**src/hdl/mode_seq_pkg.sv**
```systemverilog
// shared constants and types of the operating-mode sequencer
package mode_seq_pkg;
   localparam int NUM_CH = 2;
   localparam int TIME_W = 16;
   typedef enum logic [2:0] {
      MODE_IDLE = 3'h0,
      MODE_CONT = 3'h1,
      MODE_SINGLE = 3'h2,
      MODE_STANDBY = 3'h3,
      MODE_SELF_ZERO = 3'h4,
      MODE_RESERVED = 3'h5,
      MODE_SYS_ZERO = 3'h6,
      MODE_SYS_FULL = 3'h7
   } op_mode_t;
   localparam logic [2:0] MODE_RESET = 3'h0;
   localparam logic [7:0] ADDR_MODE_LO = 8'h38;
   localparam logic [7:0] ADDR_MODE_HI = 8'h3a;
   localparam int ADDR_CH_BIT = 1;
   localparam logic [TIME_W-1:0] MIN_CONV_CYCLES = 16'h0001;
endpackage : mode_seq_pkg
```
**src/hdl/conv_timer_if.sv**
```systemverilog
// handshake between the sequencer and its conversion timer
`timescale 1ns/1ps
interface conv_timer_if;
   logic start;
   logic [15:0] length;
   logic done;
   modport ctrl (output start, output length, input done);
   modport timer (input start, input length, output done);
endinterface : conv_timer_if

```
**src/hdl/conv_timer.sv**
```systemverilog
// down counter that times one conversion or calibration
`timescale 1ns/1ps
module conv_timer (
   // clock and reset
   input wire logic clk,
   input wire logic srst,
   // control
   input wire logic abort,
   conv_timer_if.timer tif
);
   typedef struct packed {
      logic [15:0] cnt;
      logic busy;
      logic done;
   } tstate_t;
   tstate_t s_q, s_d;

   always_comb begin
      s_d = s_q;
      s_d.done = 1'b0;
      if (abort) begin
         s_d.busy = 1'b0;
      end else if (tif.start) begin
         s_d.busy = 1'b1;
         s_d.cnt = (tif.length < mode_seq_pkg::MIN_CONV_CYCLES) ? mode_seq_pkg::MIN_CONV_CYCLES : tif.length;
      end else if (s_q.busy) begin
         if (s_q.cnt == 16'h0001) begin
            s_d.busy = 1'b0;
            s_d.done = 1'b1;
         end else begin
            s_d.cnt = s_q.cnt - 16'h0001;
         end
      end
   end

   always_ff @(posedge clk) begin
      if (srst) begin
         s_q <= '0;
      end else begin
         s_q <= s_d;
      end
   end

   assign tif.done = s_q.done;
endmodule : conv_timer

```
**src/hdl/mode_seq.sv**
```systemverilog
// operating-mode sequencer of a two-channel converter
// Operation
// - three-bit mode field decodes eight modes
// - write address selects channel for operation
// - self-calibration uses only selected channel's time
// - reset leaves mode field zero, idle
// - calibration and single conversion return idle
// - continuous: update channel, set ready, advance
// - continuous cycles until new mode or reset
// - cycle lasts sum of enabled conversion times plus two cycles per conversion
// - single end: update, ready, pin low, idle
// - single conversion ignores channel enable bit
// - standby powers down converter and buffer
// - standby still answers serial accesses
// - clock-output disable independent of standby
// - self-calibration uses internally shorted inputs
// - mode write clears status, pin high, restarts
// - two write addresses, bit 1 selects channel
// - calibration end: update reg, all ready, idle
`timescale 1ns/1ps
module mode_seq (
   // clock and reset
   input wire logic clk,
   input wire logic srst,
   // mode register write from the serial interface
   input wire logic mode_wr,
   input wire logic [7:0] mode_wr_addr,
   input wire logic [2:0] mode_wr_field,
   input wire logic mode_wr_clk_off,
   input wire logic serial_access,
   // channel setup
   input wire logic [1:0] ch_enable,
   input wire logic [15:0] ch0_conv_cycles,
   input wire logic [15:0] ch1_conv_cycles,
   // mode register readback
   output logic [2:0] operating_mode_field,
   output logic master_clock_output_off,
   // status
   output logic [1:0] ch_ready,
   output logic ready_n,
   output logic serial_ack,
   // converter control
   output logic conv_active,
   output logic conv_channel,
   output logic analog_power_down,
   output logic inputs_shorted,
   // result strobes
   output logic data_update,
   output logic zero_cal_update,
   output logic full_cal_update,
   output logic self_cal_update
);
   // ------------------------------------------------------------
   // state
   // ------------------------------------------------------------
   typedef enum {ST_IDLE, ST_START, ST_RUN, ST_STANDBY} phase_t;
   typedef struct packed {
      logic [2:0] mode;
      logic clk_off;
      logic ch;
      logic [1:0] rdy;
      logic rdy_n;
      logic ack;
      logic active;
      logic pd;
      logic shorted;
      logic data_upd;
      logic zcal_upd;
      logic fcal_upd;
      logic scal_upd;
   } state_t;
   state_t s_q, s_d;
   phase_t ph_q, ph_d;
   logic abort;
   logic wr_ch;
   logic nxt_ch;
   conv_timer_if tif ();

   conv_timer u_timer (
      .clk(clk),
      .srst(srst),
      .abort(abort),
      .tif(tif)
   );

   assign wr_ch = mode_wr_addr[mode_seq_pkg::ADDR_CH_BIT];
   assign abort = mode_wr;
   // next enabled channel; stays on current if the other is disabled
   assign nxt_ch = ch_enable[~s_q.ch] ? ~s_q.ch : s_q.ch;

   // ------------------------------------------------------------
   // next state
   // ------------------------------------------------------------
   always_comb begin
      s_d = s_q;
      ph_d = ph_q;
      s_d.data_upd = 1'b0;
      s_d.zcal_upd = 1'b0;
      s_d.fcal_upd = 1'b0;
      s_d.scal_upd = 1'b0;
      s_d.ack = serial_access;
      tif.start = 1'b0;
      tif.length = s_q.ch ? ch1_conv_cycles : ch0_conv_cycles;
      if (mode_wr) begin
         s_d.mode = mode_wr_field;
         s_d.clk_off = mode_wr_clk_off;
         s_d.ch = wr_ch;
         s_d.rdy = 2'h0;
         s_d.rdy_n = 1'b1;
         s_d.active = 1'b0;
         s_d.pd = 1'b0;
         s_d.shorted = 1'b0;
         unique case (mode_seq_pkg::op_mode_t'(mode_wr_field))
            mode_seq_pkg::MODE_STANDBY: ph_d = ST_STANDBY;
            mode_seq_pkg::MODE_IDLE, mode_seq_pkg::MODE_RESERVED: ph_d = ST_IDLE;
            default: ph_d = ST_START;
         endcase
      end else begin
         unique case (ph_q)
            ST_IDLE: s_d.active = 1'b0;
            ST_STANDBY: s_d.pd = 1'b1;
            ST_START: begin
               // continuous mode starts on the written channel even if disabled
               tif.start = 1'b1;
               s_d.active = 1'b1;
               s_d.shorted = (s_q.mode == mode_seq_pkg::MODE_SELF_ZERO);
               ph_d = ST_RUN;
            end
            ST_RUN: begin
               if (tif.done) begin
                  unique case (mode_seq_pkg::op_mode_t'(s_q.mode))
                     mode_seq_pkg::MODE_CONT: begin
                        s_d.data_upd = 1'b1;
                        s_d.rdy[s_q.ch] = 1'b1;
                        s_d.rdy_n = 1'b0;
                        s_d.ch = nxt_ch;
                        ph_d = ST_START;
                     end
                     mode_seq_pkg::MODE_SINGLE: begin
                        s_d.data_upd = 1'b1;
                        s_d.rdy[s_q.ch] = 1'b1;
                        s_d.rdy_n = 1'b0;
                        s_d.mode = mode_seq_pkg::MODE_RESET;
                        s_d.active = 1'b0;
                        ph_d = ST_IDLE;
                     end
                     default: begin
                        s_d.zcal_upd = (s_q.mode == mode_seq_pkg::MODE_SYS_ZERO);
                        s_d.fcal_upd = (s_q.mode == mode_seq_pkg::MODE_SYS_FULL);
                        s_d.scal_upd = (s_q.mode == mode_seq_pkg::MODE_SELF_ZERO);
                        s_d.rdy = 2'h3;
                        s_d.rdy_n = 1'b0;
                        s_d.mode = mode_seq_pkg::MODE_RESET;
                        s_d.active = 1'b0;
                        s_d.shorted = 1'b0;
                        ph_d = ST_IDLE;
                     end
                  endcase
               end
            end
         endcase
      end
   end

   always_ff @(posedge clk) begin
      if (srst) begin
         s_q <= '0;
         s_q.rdy_n <= 1'b1;
         s_q.mode <= mode_seq_pkg::MODE_RESET;
         ph_q <= ST_IDLE;
      end else begin
         s_q <= s_d;
         ph_q <= ph_d;
      end
   end

   // ------------------------------------------------------------
   // outputs
   // ------------------------------------------------------------
   assign operating_mode_field = s_q.mode;
   assign master_clock_output_off = s_q.clk_off;
   assign ch_ready = s_q.rdy;
   assign ready_n = s_q.rdy_n;
   assign serial_ack = s_q.ack;
   assign conv_active = s_q.active;
   assign conv_channel = s_q.ch;
   assign analog_power_down = s_q.pd;
   assign inputs_shorted = s_q.shorted;
   assign data_update = s_q.data_upd;
   assign zero_cal_update = s_q.zcal_upd;
   assign full_cal_update = s_q.fcal_upd;
   assign self_cal_update = s_q.scal_upd;
endmodule : mode_seq

```
**config.mk**
```make
export PLATFORM = sky130hd
export DESIGN_NAME = mode_seq
export DESIGN_NICKNAME = d
export VERILOG_FILES = /design/src/hdl/mode_seq_pkg.sv /design/src/hdl/conv_timer_if.sv /design/src/hdl/conv_timer.sv /design/src/hdl/mode_seq.sv
export SDC_FILE = /design/constraint.sdc
export NUM_CORES = 1
export LEC_CHECK = 0
export BUFFER_PORTS_ARGS = -buffer_cell sky130_fd_sc_hd__buf_2
export CAP_MARGIN = 20
export CORE_UTILIZATION = 40
export CTS_CLUSTER_DIAMETER = 200
export CTS_CLUSTER_SIZE = 12
export DETAILED_ROUTE_END_ITERATION = 8
export MAX_ROUTING_LAYER = met4
export SYNTH_ARGS = -nofsm -noshare
export SYNTH_HDL_FRONTEND = slang
export SYNTH_SLANG_ARGS = --single-unit
```
**constraint.sdc**
```tcl
create_clock -name clk -period 2.36 [get_ports clk]
set_clock_uncertainty 0.05 [all_clocks]
set_input_delay 0 -clock clk [delete_from_list [all_inputs] [get_ports clk]]
set_output_delay 0 -clock clk [all_outputs]
set_load 0.02 [all_outputs]
```
==> reports/results.ini, run 1 <==
[cts]
ctsLongestPathBuffers = 2
cts_sinks = 36
cts_tree = built
cts_root_buf = clkbuf_8
clkLatencyLatePin_ns = 0.29
numCtsBuffers = 5
htreeDepth = 2
cts.reportedPaths.clkPinSlew_ns = 0.07

[cells_and_area]
stdcell_count = 403
drive_gt1_frac = 0.270
multiInputGateArea_um2 = 1370
area_growth_syn_to_layout_pct = 25.7
n_antenna_cell = 0
finalNetCount = 384
fill_cells = 505
ff_latch_area_um2 = 722
final_util = 0.531

[synthesis]
yosysMostFrequentCell = dfxtp_1
synth_area_per_cell_um2 = 8.19
synth_top_area_cell = dfxtp_1
synth_ff_type = dfxtp_1
synth_edf_count = 0
netlist_top_cells_count = 36 x dfxtp_1, 34 x nor2_1, 20 x a21oi_1, 19 x nor3_1, 16 x mux2i_1
ys_warn_count = 0
synth_area_um2 = 2190
ys_types = 57
synth-async-reset-ratio = 0
synth.top_cell.area_share = 0.330
ys_seq_area_frac = 0.330
syn_inst = 267
synth_area_leaders = dfxtp_1 33%, mux2i_1 7.3%, nor2_1 5.8%
ys_seq_elements = 36
mappedNetlistNets = 319

[worst_hold_path]
hp-class = input pin to flip-flop

[power_and_ir_drop]
p_switching_mw = 0.447
vdd_drop_max_mv = 0.217
power_frac_seq = 0.428
p_leak_nw = 1.11
internal_power_mw = 1.09
pwr-share-comb = 0.215
power_density_nw_per_um2 = 559
switching_share = 0.291
p_clk_frac = 0.357

[setup_path]
criticalPathCategory = flip-flop to flip-flop
cp_max_fo = 10
arrival_ns = 2.39
crit_path_end_kind = flip-flop
crit_required_ns = 2.54
cp-start-kind = flip-flop

[timing]
maxSlewViolCount = 0
setup_viol = 0
clock.fmax_mhz = 453
worstMarginPinSlew_ns = 0.589
slew_headroom = 0.607
post-route-period-util = 0.936
rsz0062_at_grt = no
fin_setup_tns_ns = 0
hold_viol = 0
hold_ws_ns = 0.105
period_needed_ns = 2.21

[placed_design]
globalplace.congestion = 0.872
port_buffers = 58
hpwlAfterDp_mm = 4.36
dp_cells = 388

[run]
maxCapViolCount = 0

[route]
vias = 2231
drt_wl_total_mm = 5.96
avgRoutedWirePerCell_um = 14.8
firstDrtPassIters = 4
viasPerCell = 5.54
drt_iter0_markers = 182
remaining_drc_errors = 0
antenna_left = 0

[floorplanning]
die-area_um2 = 5760
rows = 26
core_area_um2 = 5170
die_h_um = 75.9
io_pins = 66
die_w_um = 75.9
start_util = 0.423

[grt]
grtUsageMet2 = 0.310
grt_use_met1 = 0.313
grt_use_total = 0.219
grt.busiest_layer = met1
grt_max_degree = 35
grt_pass1_wl_mm = 9.84
grt_pass1_vias = 2017
grt_overflow = 0
antenna_found_initial = 0
use_met3 = 0.0446

[status]
status = finished, final reports clean

## stage by stage
stage | cell area, µm² | power (mW) | worst slack, ns
2_1_floorplan | 2190 | 0.877 | 0.542
3_5_place_dp | 2560 | 0.989 | 0.400
3_3_place_gp | 2560 | 0.987 | 0.435
4_1_cts | 2750 | 1.56 | 0.0920
5_1_grt | 2750 | 1.62 | 0.0184
6_report | 2750 | 1.53 | 0.152
## cell families after synthesis
family / synth area share
adder cells (fa/ha/maj): 0.0114
AND/OR/NAND/NOR: 0.288
buffers and inverters: 0.0441
XOR/XNOR: 0.0200
multiplexers: 0.0784
AO/OA/AOI/OAI: 0.228
flip-flops: 0.330
## cell usage in the layout (no fill, tap or decap), drive strengths merged, types with 5 or more instances in the layout
cell type,count
nor4,7
nand2,15
dlygate4sd3,7
nand2b,8
o32ai,6
nand4,5
buf,69
clkbuf,5
nor2,35
a31oi,5
a21oi,20
mux2i,16
a211oi,7
dfxtp,36
nor3,20
nand3,6
o21ai,5
## registers in the layout, indices dropped and copies added (netlist names)
register                 count
self_cal_update              1
data_update                  1
analog_power_down            1
master_clock_output_off      1
conv_active                  1
u_timer.s_q                 17
ch_ready                     2
ph_q                         2
full_cal_update              1
inputs_shorted               1
conv_channel                 1
operating_mode_field         3
serial_ack                   1
ready_n                      1
zero_cal_update              1
u_timer.tif.done             1
## cell type report
type,count,share of cell area
clock buffers,5,0.0250
clock inverters,3,0.0155
inverters,4,0.00546
multi-input cells,209,0.498
flip-flops and latches,36,0.263
well taps,70,0.0319
repair buffers,76,0.161
## metal layers
layer,part of all wire,vias to the layer above
met4,0.0042,0
li1,-,1131
met1,0.49,1027
met3,0.078,2
met5,0,-
met2,0.43,71
## critical path, cell delays in order (launching register included)
cell           delay, ns
dfxtp_1             0.40
or3b_1              0.40
nor2_1              0.19
a21oi_1             0.10
a311o_1             0.32
a21oi_1             0.13
dlygate4sd3_1       0.56
## what timing repair did
| item | CTS | global route |
|---|---|---|
| hold buffers | 7 | 0 |
| buffers inserted | 0 | 0 |
| hold endpoints to repair | 7 | 0 |
| gates resized for setup | 0 | 1 |
| setup endpoints to repair | 0 | 1 |
## worst paths after layout
check | slack, ns | to | start | cells past startpoint
setup / recovery | 0.15 | conv_channel | operating_mode_field[1] | 6
hold / removal | 0.10 | analog_power_down | mode_wr | 3
setup reg to reg | 0.15 | conv_channel | operating_mode_field[1] | 6
hold reg to reg | 0.39 | ready_n | ready_n | 2
## power groups by stage
| stage | Combinational, mW | Sequential (mW) | Clock, mW |
|---|---|---|---|
| global route | 0.361 | 0.661 | 0.597 |
| detailed placement | 0.320 | 0.670 | 0 |
| global placement | 0.318 | 0.669 | 0 |
| floorplan | 0.210 | 0.667 | 0 |
| finish | 0.331 | 0.656 | 0.548 |
| CTS | 0.330 | 0.656 | 0.571 |
Power figures use the tool's default switching activity.
==> inputs of run 2 (changes only) <==
Settings changed: PLACE_DENSITY set to 0.72.
==> run 2 against run 1 <==
Effect of this change: register-to-register slack about the same; global-route usage increased by 0.056 points; setup slack got worse by 0.0072 ns; final cell count increased by 0.50%; sequential power about the same; wire length about the same; combinational power about the same; via count increased by 2.1%; critical path depth unchanged; sequential cell count unchanged; first-iteration DRC count decreased by 30%; design area increased by 0.59%; critical endpoint unchanged; highest routed layer unchanged.
==> reports/results.ini, run 2 (synthesized netlist as in run 1, its figures left out) <==
[setup_path]
crit_path_end_kind = flip-flop
regToRegSetupSlack_ns = 0.14  ; about the same
r2r_cells = 6  ; unchanged
r2r-end = conv_channel
crit_required_ns = 2.55  ; about the same
criticalPathCategory = flip-flop to flip-flop
cp_max_fo = 9  ; -1
cp-start-kind = flip-flop
arrival_ns = 2.41  ; +0.02 ns
reg2reg_from = operating_mode_field[0]

[cts]
cts_tree = built
clkLatencyLatePin_ns = 0.29  ; about the same
cts_sinks = 36  ; unchanged
ctsLongestPathBuffers = 2  ; unchanged
numCtsBuffers = 5  ; unchanged
cts_root_buf = clkbuf_8
htreeDepth = 2  ; unchanged
cts.reportedPaths.clkPinSlew_ns = 0.08  ; about the same

[power_and_ir_drop]
vdd_drop_max_mv = 0.217  ; -0.21%
p_clk_frac = 0.362  ; +0.005
internal_power_mw = 1.09  ; about the same
pwr-share-comb = 0.212  ; -0.003
p_switching_mw = 0.459  ; +2.6%
p_leak_nw = 1.12  ; +0.76%
switching_share = 0.297  ; +0.00516
power_frac_seq = 0.426  ; -0.002
power_density_nw_per_um2 = 560  ; +0.22%

[grt]
grt_pass1_vias = 2118  ; +5.0%
grt_pass1_wl_mm = 10.0  ; +1.7%
grt_overflow = 0  ; unchanged
antenna_found_initial = 0  ; unchanged
grt_use_total = 0.220  ; +0.000558
grt_max_degree = 35  ; unchanged

[cells_and_area]
max_flop_register = u_timer.s_q
mostFrequentLayoutCells = 58 x buf_2, 34 x nor2_1, 34 x dfxtp_1
area_growth_syn_to_layout_pct = 26.4
finalNetCount = 386  ; +0.52%
final_util = 0.534  ; +0.00314
final_common_cell = buf_2
largest_reg_flops = 17  ; unchanged
n_antenna_cell = 0  ; unchanged
drive_gt1_frac = 0.278  ; +0.00734
fill_cells = 488  ; -3.4%

[placed_design]
hpwlAfterDp_mm = 4.27  ; -2.0%
globalplace.congestion = 0.883  ; +1.3%
dp_slack_ns = 0.357  ; -0.0434 ns
port_buffers = 58  ; unchanged

[route]
drt_iter0_markers = 127  ; -30%
firstDrtPassIters = 4  ; unchanged
viasPerCell = 5.62  ; +1.6%
avgRoutedWirePerCell_um = 14.7  ; -0.41%
drt_wl_total_mm = 5.96  ; about the same
remaining_drc_errors = 0  ; unchanged
vias = 2278  ; +2.1%
antenna_left = 0  ; unchanged

[timing]
worstMarginPinSlew_ns = 0.608  ; +0.0187 ns
timing.final.ws_setup_ns = 0.144  ; -0.00719 ns
rsz0062_at_grt = no
hold_ws_ns = 0.118  ; +0.0134 ns
fin_setup_tns_ns = 0  ; unchanged
clock.fmax_mhz = 451  ; -0.32%
setup_viol = 0  ; unchanged
maxSlewViolCount = 0  ; unchanged
hold_viol = 0  ; unchanged
slew_headroom = 0.595  ; -0.0125
post-route-period-util = 0.939  ; +0.00305
period_needed_ns = 2.22  ; +0.00719 ns

[floorplanning]
rows = 26  ; unchanged
die_w_um = 75.9  ; unchanged
start_util = 0.423  ; unchanged
core_area_um2 = 5170  ; unchanged
die-area_um2 = 5760  ; unchanged
die_h_um = 75.9  ; unchanged
io_pins = 66  ; unchanged

[worst_hold_path]
hp-class = input pin to flip-flop
min_to = analog_power_down
hold_depth = 3  ; unchanged
min_from = mode_wr

[status]
status = finished, final reports clean

[run]
maxCapViolCount = 0  ; unchanged

run 2: cell types whose count changed in the layout (fill, tap and decap cells not counted):
cell | before | now
dfxtp_2 | 1 | 2
dfxtp_1 | 35 | 34
buf_4 | 11 | 13
run 2: power by group through the flow:
stage | registers [mW] | clock network, mW | logic (mW)
2_1_floorplan | 0.667 | 0 | 0.210
4_1_cts | 0.657 | 0.564 | 0.326
3_5_place_dp | 0.671 | 0 | 0.315
5_1_grt | 0.663 | 0.594 | 0.361
3_3_place_gp | 0.671 | 0 | 0.309
6_report | 0.658 | 0.561 | 0.328
run 2: routing by layer:
layer | GRT usage | vias up | share of wire
met4 | 0.0596 | 0 | 0.016
met3 | 0.0590 | 12 | 0.079
met2 | 0.338 | 95 | 0.44
li1 | - | 1124 | -
met5 | - | - | 0
met1 | 0.284 | 1047 | 0.46
run 2: worst max-delay path by stage:
stage | start | to | slack (ns) | cells past startpoint
after floorplan | u_timer.s_q[4] | u_timer.s_q[17] | 0.54 | 5
after global placement | ph_q[0] | u_timer.s_q[17] | 0.41 | 6
after detailed placement | conv_channel | u_timer.s_q[2] | 0.36 | 5
after CTS | operating_mode_field[0] | conv_channel | 0.06 | 6
after global routing | operating_mode_field[0] | conv_channel | 0.03 | 6
final | operating_mode_field[0] | conv_channel | 0.14 | 6
run 2: timing repair:
action                                  CTS  global route
endpoints found under the hold margin     7             0
hold buffers                              7             0
endpoints found under the setup margin    0             1
buffers inserted                          0             2
gates resized for setup                   0             2
run 2: final cells by class:
class | count | area [µm²] | area share
inverter | 4 | 15.0 | 0.00543
sequential | 36 | 723 | 0.262
timing repair buffer | 78 | 458 | 0.166
multi-input combinational | 209 | 1370 | 0.495
tap | 70 | 87.6 | 0.0317
clock buffer | 5 | 68.8 | 0.0249
clock inverter | 3 | 42.5 | 0.0154
run 2: through the flow:
step	std cells	power [mW]	area [µm²]
after floorplan	267	0.877	2190
after global placement	388	0.980	2560
after detailed placement	388	0.986	2560
after CTS	403	1.55	2750
after global routing	405	1.62	2760
final	405	1.55	2760
run 2: critical path, cell delays in order (launching register included):
cell and delay [ns]:
dfxtp_2 0.41, or3b_1 0.41, nor2_1 0.18, a21oi_1 0.10, a311o_1 0.32, a21oi_1 0.14
dlygate4sd3_1 0.56
==> inputs of run 3 (changes only) <==
Settings changed: HOLD_SLACK_MARGIN set to 0.12.
==> run 3 against run 2 <==
Effect of this change: first-iteration DRC count fell by 1.6%; highest routed layer unchanged; sequential cell count did not move; critical path depth stayed put; maximum frequency is essentially flat; largest power group unchanged; register-to-register slack about the same; critical path type unchanged.
==> reports/results.ini, run 3 (synthesized netlist as in run 1, its figures left out) <==
[setup_path]
arrival_ns = 2.40  ; about the same
crit_path_end_kind = flip-flop
criticalPathCategory = flip-flop to flip-flop
cp-start-kind = flip-flop
regToRegSetupSlack_ns = 0.14  ; about the same
cp_max_fo = 9  ; unchanged
crit_required_ns = 2.55  ; about the same

[run]
maxCapViolCount = 0  ; unchanged

[cts]
cts_tree = built
clkLatencyLatePin_ns = 0.29  ; about the same
ctsLongestPathBuffers = 2  ; unchanged
cts.reportedPaths.clkPinSlew_ns = 0.08  ; about the same
numCtsBuffers = 5  ; unchanged
cts_root_buf = clkbuf_8
cts_sinks = 36  ; unchanged
htreeDepth = 2  ; unchanged

[cells_and_area]
n_antenna_cell = 0  ; unchanged
largest_reg_flops = 17  ; unchanged
stdcell_count = 406  ; +0.25%
final_util = 0.536  ; +0.00194
max_flop_register = u_timer.s_q
postLayoutCellArea_um2 = 2770  ; +0.36%
mostFrequentLayoutCells = 58 x buf_2, 34 x nor2_1, 34 x dfxtp_1
area_growth_syn_to_layout_pct = 26.9
drive_gt1_frac = 0.277  ; -0.000826
finalNetCount = 387  ; +0.26%
final_common_cell = buf_2

[placed_design]
hpwlAfterDp_mm = 4.27  ; unchanged
globalplace.congestion = 0.883  ; unchanged
port_buffers = 58  ; unchanged
dp_cells = 388  ; unchanged
dp_slack_ns = 0.357  ; unchanged
placed_area_um2 = 2560  ; unchanged

[floorplanning]
die_h_um = 75.9  ; unchanged
die-area_um2 = 5760  ; unchanged
rows = 26  ; unchanged
die_w_um = 75.9  ; unchanged
start_util = 0.423  ; unchanged
io_pins = 66  ; unchanged
core_area_um2 = 5170  ; unchanged

[grt]
grt_pass1_vias = 2124  ; +0.28%
grt_max_degree = 35  ; unchanged
antenna_found_initial = 0  ; unchanged
grt_overflow = 0  ; unchanged
grt_use_total = 0.221  ; +0.00105
grt_pass1_wl_mm = 10.1  ; +0.48%

[route]
antenna_left = 0  ; unchanged
viasPerCell = 5.63  ; about the same
remaining_drc_errors = 0  ; unchanged
drt_wl_total_mm = 5.98  ; +0.35%
vias = 2284  ; +0.26%
drt_iter0_markers = 125  ; -1.6%
avgRoutedWirePerCell_um = 14.7  ; +0.11%
firstDrtPassIters = 4  ; unchanged

[timing]
post-route-period-util = 0.939  ; about the same
hold_ws_ns = 0.159  ; +0.0402 ns
hold_viol = 0  ; unchanged
fin_setup_tns_ns = 0  ; unchanged
timing.final.ws_setup_ns = 0.144  ; -0.0000880 ns
period_needed_ns = 2.22  ; +0.0000880 ns
setup_viol = 0  ; unchanged
slew_headroom = 0.590  ; -0.00536
maxSlewViolCount = 0  ; unchanged
worstMarginPinSlew_ns = 0.616  ; +0.00804 ns
clock.fmax_mhz = 451  ; about the same
rsz0062_at_grt = no

[power_and_ir_drop]
power_density_nw_per_um2 = 557  ; -0.51%
vdd_drop_max_mv = 0.217  ; about the same
total_power_mw = 1.55  ; -0.15%
p_leak_nw = 1.13  ; +0.37%

[worst_hold_path]
hp-class = input pin to flip-flop

[status]
status = finished, final reports clean

-- run 3: cell count changes in the layout (fill, tap and decap cells not counted), sizes merged --
cell         previous run  this run
dlygate4sd3             7         8
-- run 3: what timing repair did --
item | CTS | global route
setup buffers | 0 | 2
hold buffers | 8 | 0
endpoints found under the setup margin | 0 | 1
endpoints found under the hold margin | 9 | 0
gates resized for setup | 0 | 2
-- run 3: critical path, cell delays in order, from the launching register on --
cell	delay, ns
dfxtp_2	0.41
or3b_1	0.41
nor2_1	0.18
a21oi_1	0.10
a311o_1	0.32
a21oi_1	0.14
dlygate4sd3_1	0.56
-- run 3: cell type report --
type                            instances  area [µm²]
Sequential cell                        36         723
Timing Repair Buffer                   79         468
Inverter                                4        15.0
Fill cell                             486        2400
Clock inverter                          3        42.5
Tap cell                               70        87.6
Clock buffer                            5        68.8
Multi-Input combinational cell        209        1370
-- run 3: where the power goes --
group,internal (mW),switching [mW],leakage [nW]
Sequential,0.628,0.0304,0.293
Combinational,0.149,0.181,0.779
Clock,0.313,0.244,0.0541
-- run 3: final timing paths --
kind                           start                 endpoint  cells after the start
max          operating_mode_field[0]             conv_channel                      6
min                             srst  operating_mode_field[0]                      2
min reg2reg                  ready_n                  ready_n                      2
max reg2reg  operating_mode_field[0]             conv_channel                      6
-- run 3: per-layer routing --
metal	GRT usage	vias to the layer above	part of all wire
li1	-	1128	-
met1	0.286	1047	0.45
met2	0.340	103	0.44
met3	0.0590	6	0.092
met4	0.0596	0	0.013
met5	-	-	0
